$ cat config.mk
export PLATFORM = sky130hd
export DESIGN_NAME = iscs_core
export DESIGN_NICKNAME = d
export VERILOG_FILES = /design/src/rtl/iscs_pkg.sv /design/src/rtl/iscs_core.sv
export VERILOG_INCLUDE_DIRS = /design/src /design/src/rtl
export SDC_FILE = /design/constraint.sdc
export NUM_CORES = 1
export LEC_CHECK = 0
export BUFFER_PORTS_ARGS = -buffer_cell sky130_fd_sc_hd__buf_2
export CAP_MARGIN = 40
export CORE_UTILIZATION = 45
export DETAILED_ROUTE_END_ITERATION = 12
export GPL_TIMING_DRIVEN = 0
export HOLD_SLACK_MARGIN = 0.06
export PLACE_DENSITY_LB_ADDON = 0.08
export SLEW_MARGIN = 20
export SYNTH_ARGS = -nofsm -noshare
export SYNTH_HDL_FRONTEND = slang
export SYNTH_SLANG_ARGS = --single-unit
export TNS_END_PERCENT = 5
$ cat constraint.sdc
create_clock -name clk -period 4.3 [get_ports clk]
set_clock_uncertainty 0.1 [all_clocks]
set_input_delay 0 -clock clk [delete_from_list [all_inputs] [get_ports clk]]
set_output_delay 0 -clock clk [all_outputs]
set_load 0.1 [all_outputs]
$ cat src/rtl/iscs_params.svh
`ifndef ISCS_PARAMS_SVH
`define ISCS_PARAMS_SVH
`define ISCS_OP_SERVICE_RETURN 7'h03
`define ISCS_OP_LATCHED        7'h17
`define ISCS_OP_LIMIT_PTR_LOAD 7'h1D
`define ISCS_OP_TRANSPARENT    7'h37
`define ISCS_OP_VECTOR_WRITE   7'h0D
`define ISCS_OP_STACK_DEC      7'h02
`define ISCS_OP_STACK_POP      7'h3E
`define ISCS_OP_STACK_PUSH     7'h1E
`define ISCS_OP_PTR_READ       7'h2C
`define ISCS_OP_PTR_WRITE      7'h0E
`define ISCS_RAM_DEPTH         64
`define ISCS_VEC_DEPTH         16
`define ISCS_LIMIT_LSB         2
`define ISCS_LIMIT_MSB         5
`define ISCS_VECPTR_LSB        12
`define ISCS_VECPTR_MSB        15
`define ISCS_RST_STATUS0       1'b0
`define ISCS_RST_PTR           6'h3F
`endif

$ cat src/rtl/iscs_pkg.sv
package iscs_pkg;
    typedef logic [6:0]  iscs_op_t;
    typedef logic [15:0] iscs_word_t;
    typedef logic [5:0]  iscs_ptr_t;
    typedef struct packed {
        logic       valid;
        iscs_op_t   op;
        iscs_word_t pc;
    } iscs_instr_t;
    typedef struct packed {
        logic       transparent;
        logic [8:1] extLatch;
        logic       limitLatch;
        logic       inProgress;
        logic [3:0] current;
        iscs_ptr_t  stackPtr;
        logic [3:0] limitVal;
        logic [3:0] vecPtr;
        iscs_word_t dataOut;
        logic       dataOe;
        iscs_word_t nextAddr;
    } iscs_state_t;
endpackage

$ cat src/rtl/iscs_core.sv
`timescale 1ns/10ps
`default_nettype none
`include "iscs_params.svh"
module iscs_core #(
    parameter int RAM_DEPTH = `ISCS_RAM_DEPTH,
    parameter int VEC_DEPTH = `ISCS_VEC_DEPTH
) (
    input  wire logic              clk,
    input  wire logic              rstn,
    input  wire iscs_pkg::iscs_instr_t instr,
    input  wire logic [15:0]       dataIn,
    output logic [15:0]            dataOut,
    output logic                   dataOeN,
    input  wire logic [8:1]        extReq,
    input  wire logic              limitSet,
    input  wire logic              recognize,
    input  wire logic [3:0]        recognizedLevel,
    output logic [8:1]             extPending,
    output logic                   limitPending,
    output logic                   serviceInProgress,
    output logic                   transparentMode,
    output logic [5:0]             stackBoundary,
    output logic [15:0]            nextAddr,
    output logic [3:0]             vectorPointer,
    output logic [15:0]            vectorOut
);
    import iscs_pkg::*;

    iscs_state_t st_r;
    iscs_state_t st_nxt;
    logic [15:0] stackRam [RAM_DEPTH];
    logic [15:0] vecFile  [VEC_DEPTH];
    logic [8:1]  reqSyncA_r;
    logic [8:1]  reqSyncB_r;
    logic [8:5]  hiCapt_r;
    logic [4:1]  loCapt_r;
    logic        ramWe;
    iscs_ptr_t   ramAddr;
    logic        vecWe;

    function automatic logic isOp(input iscs_instr_t i, input iscs_op_t o);
        return i.valid && i.op == o;
    endfunction

    // Two-stage synchroniser on the request pins
    always_ff @(posedge clk or negedge rstn) begin
        if (!rstn) begin
            reqSyncA_r <= '0;
            reqSyncB_r <= '0;
        end else begin
            reqSyncA_r <= extReq;
            reqSyncB_r <= reqSyncA_r;
        end
    end

    // High phase group sampled at rising edge, low group at falling
    always_ff @(posedge clk or negedge rstn) begin
        if (!rstn) hiCapt_r <= '0;
        else       hiCapt_r <= reqSyncB_r[8:5];
    end
    always_ff @(negedge clk or negedge rstn) begin
        if (!rstn) loCapt_r <= '0;
        else       loCapt_r <= reqSyncB_r[4:1];
    end

    always_comb begin
        st_nxt          = st_r;
        st_nxt.dataOe   = 1'b0;
        st_nxt.nextAddr = instr.pc + 16'h0001;
        ramWe           = 1'b0;
        ramAddr         = st_r.stackPtr;
        vecWe           = 1'b0;
        if (limitSet) st_nxt.limitLatch = 1'b1;
        if (isOp(instr, `ISCS_OP_SERVICE_RETURN)) begin
            if (st_r.current inside {[4'h1:4'h8]})
                st_nxt.extLatch[st_r.current] = 1'b0;
            st_nxt.inProgress = 1'b0;
            st_nxt.nextAddr   = stackRam[st_r.stackPtr];
            st_nxt.stackPtr   = st_r.stackPtr - 6'h01;
        end
        // A recognition in the same cycle outranks the return's clear
        if (recognize) begin
            st_nxt.inProgress = 1'b1;
            st_nxt.current    = recognizedLevel;
        end
        // Capture ignores masking; a fresh request outranks the return's clear
        if (!st_r.transparent)
            st_nxt.extLatch = st_nxt.extLatch | {hiCapt_r, loCapt_r};
        else
            st_nxt.extLatch = '0;
        if (isOp(instr, `ISCS_OP_LATCHED))
            st_nxt.transparent = 1'b0;
        if (isOp(instr, `ISCS_OP_TRANSPARENT)) begin
            st_nxt.transparent = 1'b1;
            st_nxt.extLatch    = '0;
        end
        if (isOp(instr, `ISCS_OP_LIMIT_PTR_LOAD)) begin
            st_nxt.limitVal =
                dataIn[`ISCS_LIMIT_MSB:`ISCS_LIMIT_LSB];
            st_nxt.vecPtr =
                dataIn[`ISCS_VECPTR_MSB:`ISCS_VECPTR_LSB];
            st_nxt.limitLatch = 1'b0;
        end
        if (isOp(instr, `ISCS_OP_VECTOR_WRITE)) begin
            vecWe         = 1'b1;
            st_nxt.vecPtr = st_r.vecPtr + 4'h1;
        end
        if (isOp(instr, `ISCS_OP_STACK_DEC))
            st_nxt.stackPtr = st_r.stackPtr - 6'h01;
        if (isOp(instr, `ISCS_OP_STACK_POP)) begin
            st_nxt.dataOut  = stackRam[st_r.stackPtr];
            st_nxt.dataOe   = 1'b1;
            st_nxt.stackPtr = st_r.stackPtr - 6'h01;
        end
        if (isOp(instr, `ISCS_OP_STACK_PUSH)) begin
            st_nxt.stackPtr = st_r.stackPtr + 6'h01;
            ramAddr         = st_r.stackPtr + 6'h01;
            ramWe           = 1'b1;
        end
        if (isOp(instr, `ISCS_OP_PTR_READ)) begin
            st_nxt.dataOut = {10'h000, st_r.stackPtr};
            st_nxt.dataOe  = 1'b1;
        end
        if (isOp(instr, `ISCS_OP_PTR_WRITE))
            st_nxt.stackPtr = dataIn[5:0];
    end

    always_ff @(posedge clk or negedge rstn) begin
        if (!rstn) begin
            st_r          <= '0;
            st_r.stackPtr <= `ISCS_RST_PTR;
            st_r.transparent <= `ISCS_RST_STATUS0;
        end else begin
            st_r <= st_nxt;
        end
    end

    always_ff @(posedge clk) begin
        if (ramWe) stackRam[ramAddr] <= dataIn;
        if (vecWe) vecFile[st_r.vecPtr] <= dataIn;
    end

    assign dataOut           = st_r.dataOut;
    assign dataOeN           = ~st_r.dataOe;
    assign extPending        = st_r.extLatch;
    assign limitPending      = st_r.limitLatch;
    assign serviceInProgress = st_r.inProgress;
    assign transparentMode   = st_r.transparent;
    assign stackBoundary     = {st_r.limitVal, 2'b00};
    assign nextAddr          = st_r.nextAddr;
    assign vectorPointer     = st_r.vecPtr;
    assign vectorOut         = vecFile[st_r.vecPtr];
endmodule
`default_nettype wire

==> flow_summary.json, run 1 <==
{
  "core_um2": 118000,
  "swShare": 0.346,
  "antenna_found_initial": 6,
  "max_cap_viol_count": 0,
  "startpoint_type": "register",
  "power_frac_seq": 0.378,
  "vdd_drop_max_v": 0.000410,
  "worst_slew_pin_slew_ns": 0.939,
  "synth-edff-count": 1280,
  "cp_slowest_cell": "dlygate4sd3_1",
  "grt_pass1_wl_um": 233000,
  "die_area_um2": 120000,
  "critical_path.max_stage_delay_ns": 0.57,
  "internal_power_uw": 25500,
  "io_pins": 126,
  "chipHeight_um": 347,
  "first_iter_violations": 3357,
  "failed_checks": "setup timing",
  "powerDensity_nw_per_um2": 608,
  "synth_warnings": 0,
  "cp_data_required_time_ns": 4.83,
  "floorplan.initialDensity": 0.454,
  "hold_viol_final": 0,
  "path_max_fanout": 10,
  "outcome": "finished, violations left",
  "drc": 0,
  "placed_area_um2": 57600,
  "root_buffer": "clkbuf_16",
  "setup_viol": 1,
  "clock_latency_ns": 0.74,
  "ys_seq_area_frac": 0.758,
  "synthCells": 2677,
  "crit_family": "buffers and inverters",
  "crit_chain": "buf_2, buf_2, buf_2, buf_4, mux2i_1, nor2_1, a31oi_1, a211o_1, o21ai_0, dlygate4sd3_1",
  "htree_num_levels": 4,
  "fin_area_um2": 64200,
  "synth.avg_cell_area_um2": 20.0,
  "path_buf_inv": 5,
  "wl_per_cell_um": 35.1,
  "syn_area_um2": 53600,
  "gp_congestion": 0.973,
  "setup_ws_ns": -0.0172,
  "die_w_um": 347,
  "worstHoldPathType": "primary input to register",
  "layout.nets": 3233,
  "grt_use_total": 0.283,
  "path_class": "register to register",
  "grt_pass1_vias": 29300,
  "cts_buffer_depth": 3,
  "async_flop_share": 0.0630,
  "grt.overflow.total": 0,
  "end_kind": "register",
  "maxSlewHeadroom": 0.374,
  "n_antenna_cell": 0,
  "vias_per_cell": 6.00,
  "cts_sinks": 1366,
  "io_buffers": 122,
  "slew_violations": 0,
  "ys_seq_elements": 1366,
  "crit_top_cell": "buf_2",
  "combPwrFrac": 0.307,
  "synth-main-ff-cell": "edfxtp_1",
  "p_leak_uw": 0.0212,
  "grt_max_degree": 82,
  "layout-area-overhead-vs-synth_pct": 19.8,
  "clkPwrFrac": 0.315,
  "fmax_ghz": 0.232,
  "vias": 28900,
  "wl_um": 169000,
  "drive_gt1_frac": 0.295,
  "ys_types": 70,
  "min_period_ns": 4.32,
  "final_common_cell": "edfxtp_1",
  "switching_power_uw": 13500,
  "min_period_over_period": 1.00,
  "layout_common_cells": "edfxtp_1, mux4_2, mux2i_1",
  "clk_pin_slew_ns": 0.06,
  "rsz0062_at_grt": "false",
  "drtPass1Iterations": 7,
  "cts_tree": "built",
  "ant_nets": 0,
  "arrival_ns": 4.85,
  "hpwl_um": 111000,
  "cts_buffers": 143,
  "power_uw": 39000,
  "num_rows": 126
}
[cells in the mapped netlist (all sizes together) (10+ instances only)]
library cell  instances  area (um^2)
o21ai                28          140
nand3                41          205
o22ai                39          244
inv                  18         67.6
clkbuf               40          151
nand2               116          435
xnor2                12          105
a21oi                55          275
mux2                 30          338
mux2i               185         1850
a22oi                34          255
mux4                270         6080
dfrtp                76         1900
edfxtp             1280        38400
buf                 142         1040
a31oi                22          138
nor3                 10         55.1
nor2                143          537
[power by group through the flow]
| stage | sequential, uW | clock, uW | combinational (uW) |
|---|---|---|---|
| final | 14700 | 12300 | 12000 |
| after global routing | 14700 | 12900 | 12100 |
| after CTS | 14700 | 12400 | 11900 |
| after detailed placement | 15000 | 0 | 11700 |
| after global placement | 15000 | 0 | 11300 |
| after floorplan | 15000 | 0 | 6510 |
[layer usage]
layer | share of wire | global-route usage | vias up
met5 | 0.00011 | 0 | -
met4 | 0.034 | 0.0948 | 2
met3 | 0.066 | 0.0466 | 256
met2 | 0.49 | 0.460 | 1214
met1 | 0.41 | 0.391 | 15600
li1 | - | - | 11800
[path summary, 6_finish.rpt]
path,startpoint,endpoint,slack (ns),depth (start not counted)
max reg2reg,st_r[44]$_DFFE_PN1P_,nextAddr[5]$_DFF_PN0_,-0.02,10
min in group asynchronous,rstn,dataOut[9]$_DFFE_PN0P_,0.31,4
min reg2reg,reqSyncB_r[7]$_DFF_PN0_,hiCapt_r[7]$_DFF_PN0_,0.25,0
min,instr[1],nextAddr[1]$_DFF_PN0_,0.11,4
max,st_r[44]$_DFFE_PN1P_,nextAddr[5]$_DFF_PN0_,-0.02,10
max in group asynchronous,rstn,loCapt_r[4]$_DFF_NN0_,1.73,3
[cell families (layout without fill, tap and decap cells)]
family	Yosys count	in the layout	share of synthesized area
AOI/OAI and AO/OA	227	227	0.0276
xor gates and xnor gates	19	19	0.00311
adders and majority gates	9	9	0.00210
buffers and inverters	201	807	0.0235
DFF	1366	1366	0.758
muxes	485	485	0.154
other	1	2	0.0000700
and+or+nand+nor	369	369	0.0311
[metrics by stage]
step / setup TNS, ns / std cells / hold slack, ns / setup WS (ns) / utilization
2_1_floorplan: 0 / 2678 / -0.396 / 0.948 / -
3_3_place_gp: -1182.41 / 4336 / 0.0115 / -1.40 / 0.475
3_5_place_dp: -460.46 / 4399 / -0.0882 / -0.629 / 0.488
4_1_cts: 0 / 4812 / 0.0674 / 0.000548 / 0.542
5_1_grt: 0 / 4820 / 0.0952 / 0.0181 / 0.543
6_report: -0.0172 / 4820 / 0.106 / -0.0172 / 0.543
[what timing repair did]
action                     4_1_cts  5_1_grt
hold buffers                   128        0
resized for setup               16        4
hold endpoints to repair      1431        0
buffers inserted                24        4
setup endpoints to repair     1015      440
pin swaps                       23        4
[area by class of cell]
cell class                      count  area (um^2)
Sequential cell                  1366        40600
Clock buffer                      186         3860
Multi-Input combinational cell   1111        12300
Tap cell                         1536         1920
Clock inverter                     75          766
Buffer                            182         1210
Inverter                           19         71.3
Fill cell                        9118        53900
Timing Repair Buffer              345         3460
[worst reg2reg max path: stages (launching register included)]
cell and delay (ns):
dfstp_2 0.51, buf_2 0.21, buf_2 0.40, buf_2 0.47, buf_4 0.50, mux2i_1 0.26, nor2_1 0.14, a31oi_1 0.53
a211o_1 0.39, o21ai_0 0.11, dlygate4sd3_1 0.57
[state kept, by name (all words and copies together) (netlist names)]
signal             count
extPending             8
st_r                  11
transparentMode        1
reqSyncB_r             8
stackRam            1024
nextAddr              16
serviceInProgress      1
loCapt_r               4
vectorPointer          4
limitPending           1
dataOut               16
reqSyncA_r             8
hiCapt_r               4
stackBoundary          4
vecFile              256
No activity file was read; power rests on OpenSTA's default activity.
==> inputs of run 2 (changes only) <==
SKIP_LAST_GASP = 1   (was not set)
==> run 2 against run 1 <==
Net effect: the run still ends with setup timing left; maximum frequency decreased by 7.2%; cell count about the same; sequential power about the same; critical path depth decreased by 1; via count is 0.24% higher; register-to-register slack worse by 0.34 ns; combinational power is essentially flat; clock-buffer cell count stayed put; critical path type unchanged; largest cell class unchanged.
==> flow_summary.json, run 2 (synthesis results as in run 1) <==
{
  "ant_nets": 0,
  "drc": 0,
  "chipHeight_um": 347,
  "cts_buffer_depth": 3,
  "worstHoldPathType": "primary input to register",
  "grt_use_total": 0.283,
  "end_kind": "register",
  "vdd_drop_max_v": 0.000408,
  "vias": 29000,
  "num-fill-cells": 9119,
  "min_period_ns": 4.65,
  "die_w_um": 347,
  "first_iter_violations": 3389,
  "layout_common_cells": "edfxtp_1, mux4_2, mux2i_1",
  "p_leak_uw": 0.0212,
  "drtPass1Iterations": 7,
  "path_max_fanout": 10,
  "grt.overflow.total": 0,
  "crit_chain": "buf_2, buf_2, buf_2, buf_4, buf_2, mux2i_1, o21ai_0, o22ai_1, o21ai_0",
  "maxSlewHeadroom": 0.401,
  "io_buffers": 122,
  "cp_data_required_time_ns": 4.80,
  "num_rows": 126,
  "max_cap_viol_count": 0,
  "grt_max_degree": 82,
  "hpwl_um": 111000,
  "top_register": "stackRam",
  "wl_per_cell_um": 35.0,
  "failed_checks": "setup timing",
  "path_class": "register to register",
  "placed_cells": 4399,
  "critical_path.max_stage_delay_ns": 0.66,
  "setup_ws_ns": -0.353,
  "layout.nets": 3235,
  "startpoint_type": "register",
  "min_period_over_period": 1.08,
  "root_buffer": "clkbuf_16",
  "core_um2": 118000,
  "cts_sinks": 1366,
  "clock_latency_ns": 0.74,
  "largestRegisters": "stackRam: 1024 flops, vecFile: 256 flops",
  "crit_family": "buffers and inverters",
  "largest_register_ffs": 1024,
  "worst_slew_pin_slew_ns": 0.894,
  "drive_gt1_frac": 0.293,
  "die_area_um2": 120000,
  "cp_slowest_cell": "o22ai_1",
  "htree_num_levels": 4,
  "fmax_ghz": 0.215,
  "final.setup.tns_ns": -48.25,
  "n_antenna_cell": 0,
  "powerDensity_nw_per_um2": 607,
  "grt_pass1_wl_um": 233000,
  "clk_pin_slew_ns": 0.06,
  "outcome": "finished, violations left",
  "slew_violations": 0,
  "wl_um": 169000,
  "final_cells": 4822,
  "cts_tree": "built",
  "floorplan.initialDensity": 0.454,
  "arrival_ns": 5.15,
  "grt_pass1_vias": 29300,
  "gp_congestion": 0.973,
  "setup_viol": 369,
  "crit_top_cell": "buf_2",
  "io_pins": 126,
  "cts_buffers": 143,
  "vias_per_cell": 6.01,
  "rsz0062_at_grt": "true",
  "final_common_cell": "edfxtp_1",
  "layout-area-overhead-vs-synth_pct": 19.7,
  "antenna_found_initial": 6,
  "path_buf_inv": 5,
  "hold_viol_final": 0
}
==> run 2: repair_timing <==
action	4_1_cts	5_1_grt
resized for setup	2	1
setup endpoints to repair	1015	679
endpoints found under the hold margin	1431	0
pin swaps	20	3
hold buffers	127	0
setup buffers	24	3
==> run 2: tightest hold or removal path: cells and delay by family <==
kind,cells,cell delay (ns)
muxes,1,0.13
buffers and inverters,2,0.66
adders and majority gates,1,0.13
==> run 2: path summary, 6_finish.rpt <==
check / start / to / slack [ns] / cells after the start
max: st_r[44]$_DFFE_PN1P_ / dataOut[0]$_DFFE_PN0P_ / -0.35 / 9
min: instr[1] / nextAddr[1]$_DFF_PN0_ / 0.11 / 4
max reg2reg: st_r[44]$_DFFE_PN1P_ / dataOut[0]$_DFFE_PN0P_ / -0.35 / 9
min reg2reg: reqSyncB_r[7]$_DFF_PN0_ / hiCapt_r[7]$_DFF_PN0_ / 0.25 / 0
max in group asynchronous: rstn / loCapt_r[4]$_DFF_NN0_ / 1.73 / 3
min in group asynchronous: rstn / dataOut[9]$_DFFE_PN0P_ / 0.31 / 4
==> run 2: layout make-up <==
class	count	area [um^2]	area share
sequential	1366	40600	0.633
timing repair buffer	347	3500	0.0545
buffer	182	1190	0.0186
inverter	19	71.3	0.00111
clock buffer	186	3860	0.0603
tap	1536	1920	0.0300
clock inverter	75	766	0.0119
multi-input combinational	1111	12200	0.191
==> run 2: routing by layer <==
| layer | wire, um | track usage | up-vias | part of all wire |
|---|---|---|---|---|
| li1 | - | - | 11900 | - |
| met1 | 68900 | 0.390 | 15700 | 0.41 |
| met2 | 82300 | 0.459 | 1231 | 0.49 |
| met3 | 11700 | 0.0476 | 250 | 0.069 |
| met4 | 5800 | 0.0970 | 2 | 0.034 |
| met5 | 20 | 0 | - | 0.00012 |
==> run 2: stage by stage <==
step           utilization  hold WS [ns]  setup slack (ns)  power [uW]  instance area, um^2
5_1_grt              0.543        0.0952            -0.410       39800                64100
2_1_floorplan            -        -0.396             0.948       21500                53600
3_3_place_gp         0.475        0.0115             -1.40       26400                56100
4_1_cts              0.542        0.0674            -0.356       39000                64000
3_5_place_dp         0.488       -0.0882            -0.629       26700                57600
6_report             0.543         0.107            -0.353       38900                64100
==> run 2: power breakdown <==
part / switching, uW / internal (uW)
combinational: 8170 / 3720
sequential: 80.5 / 14700
clock: 5180 / 7100
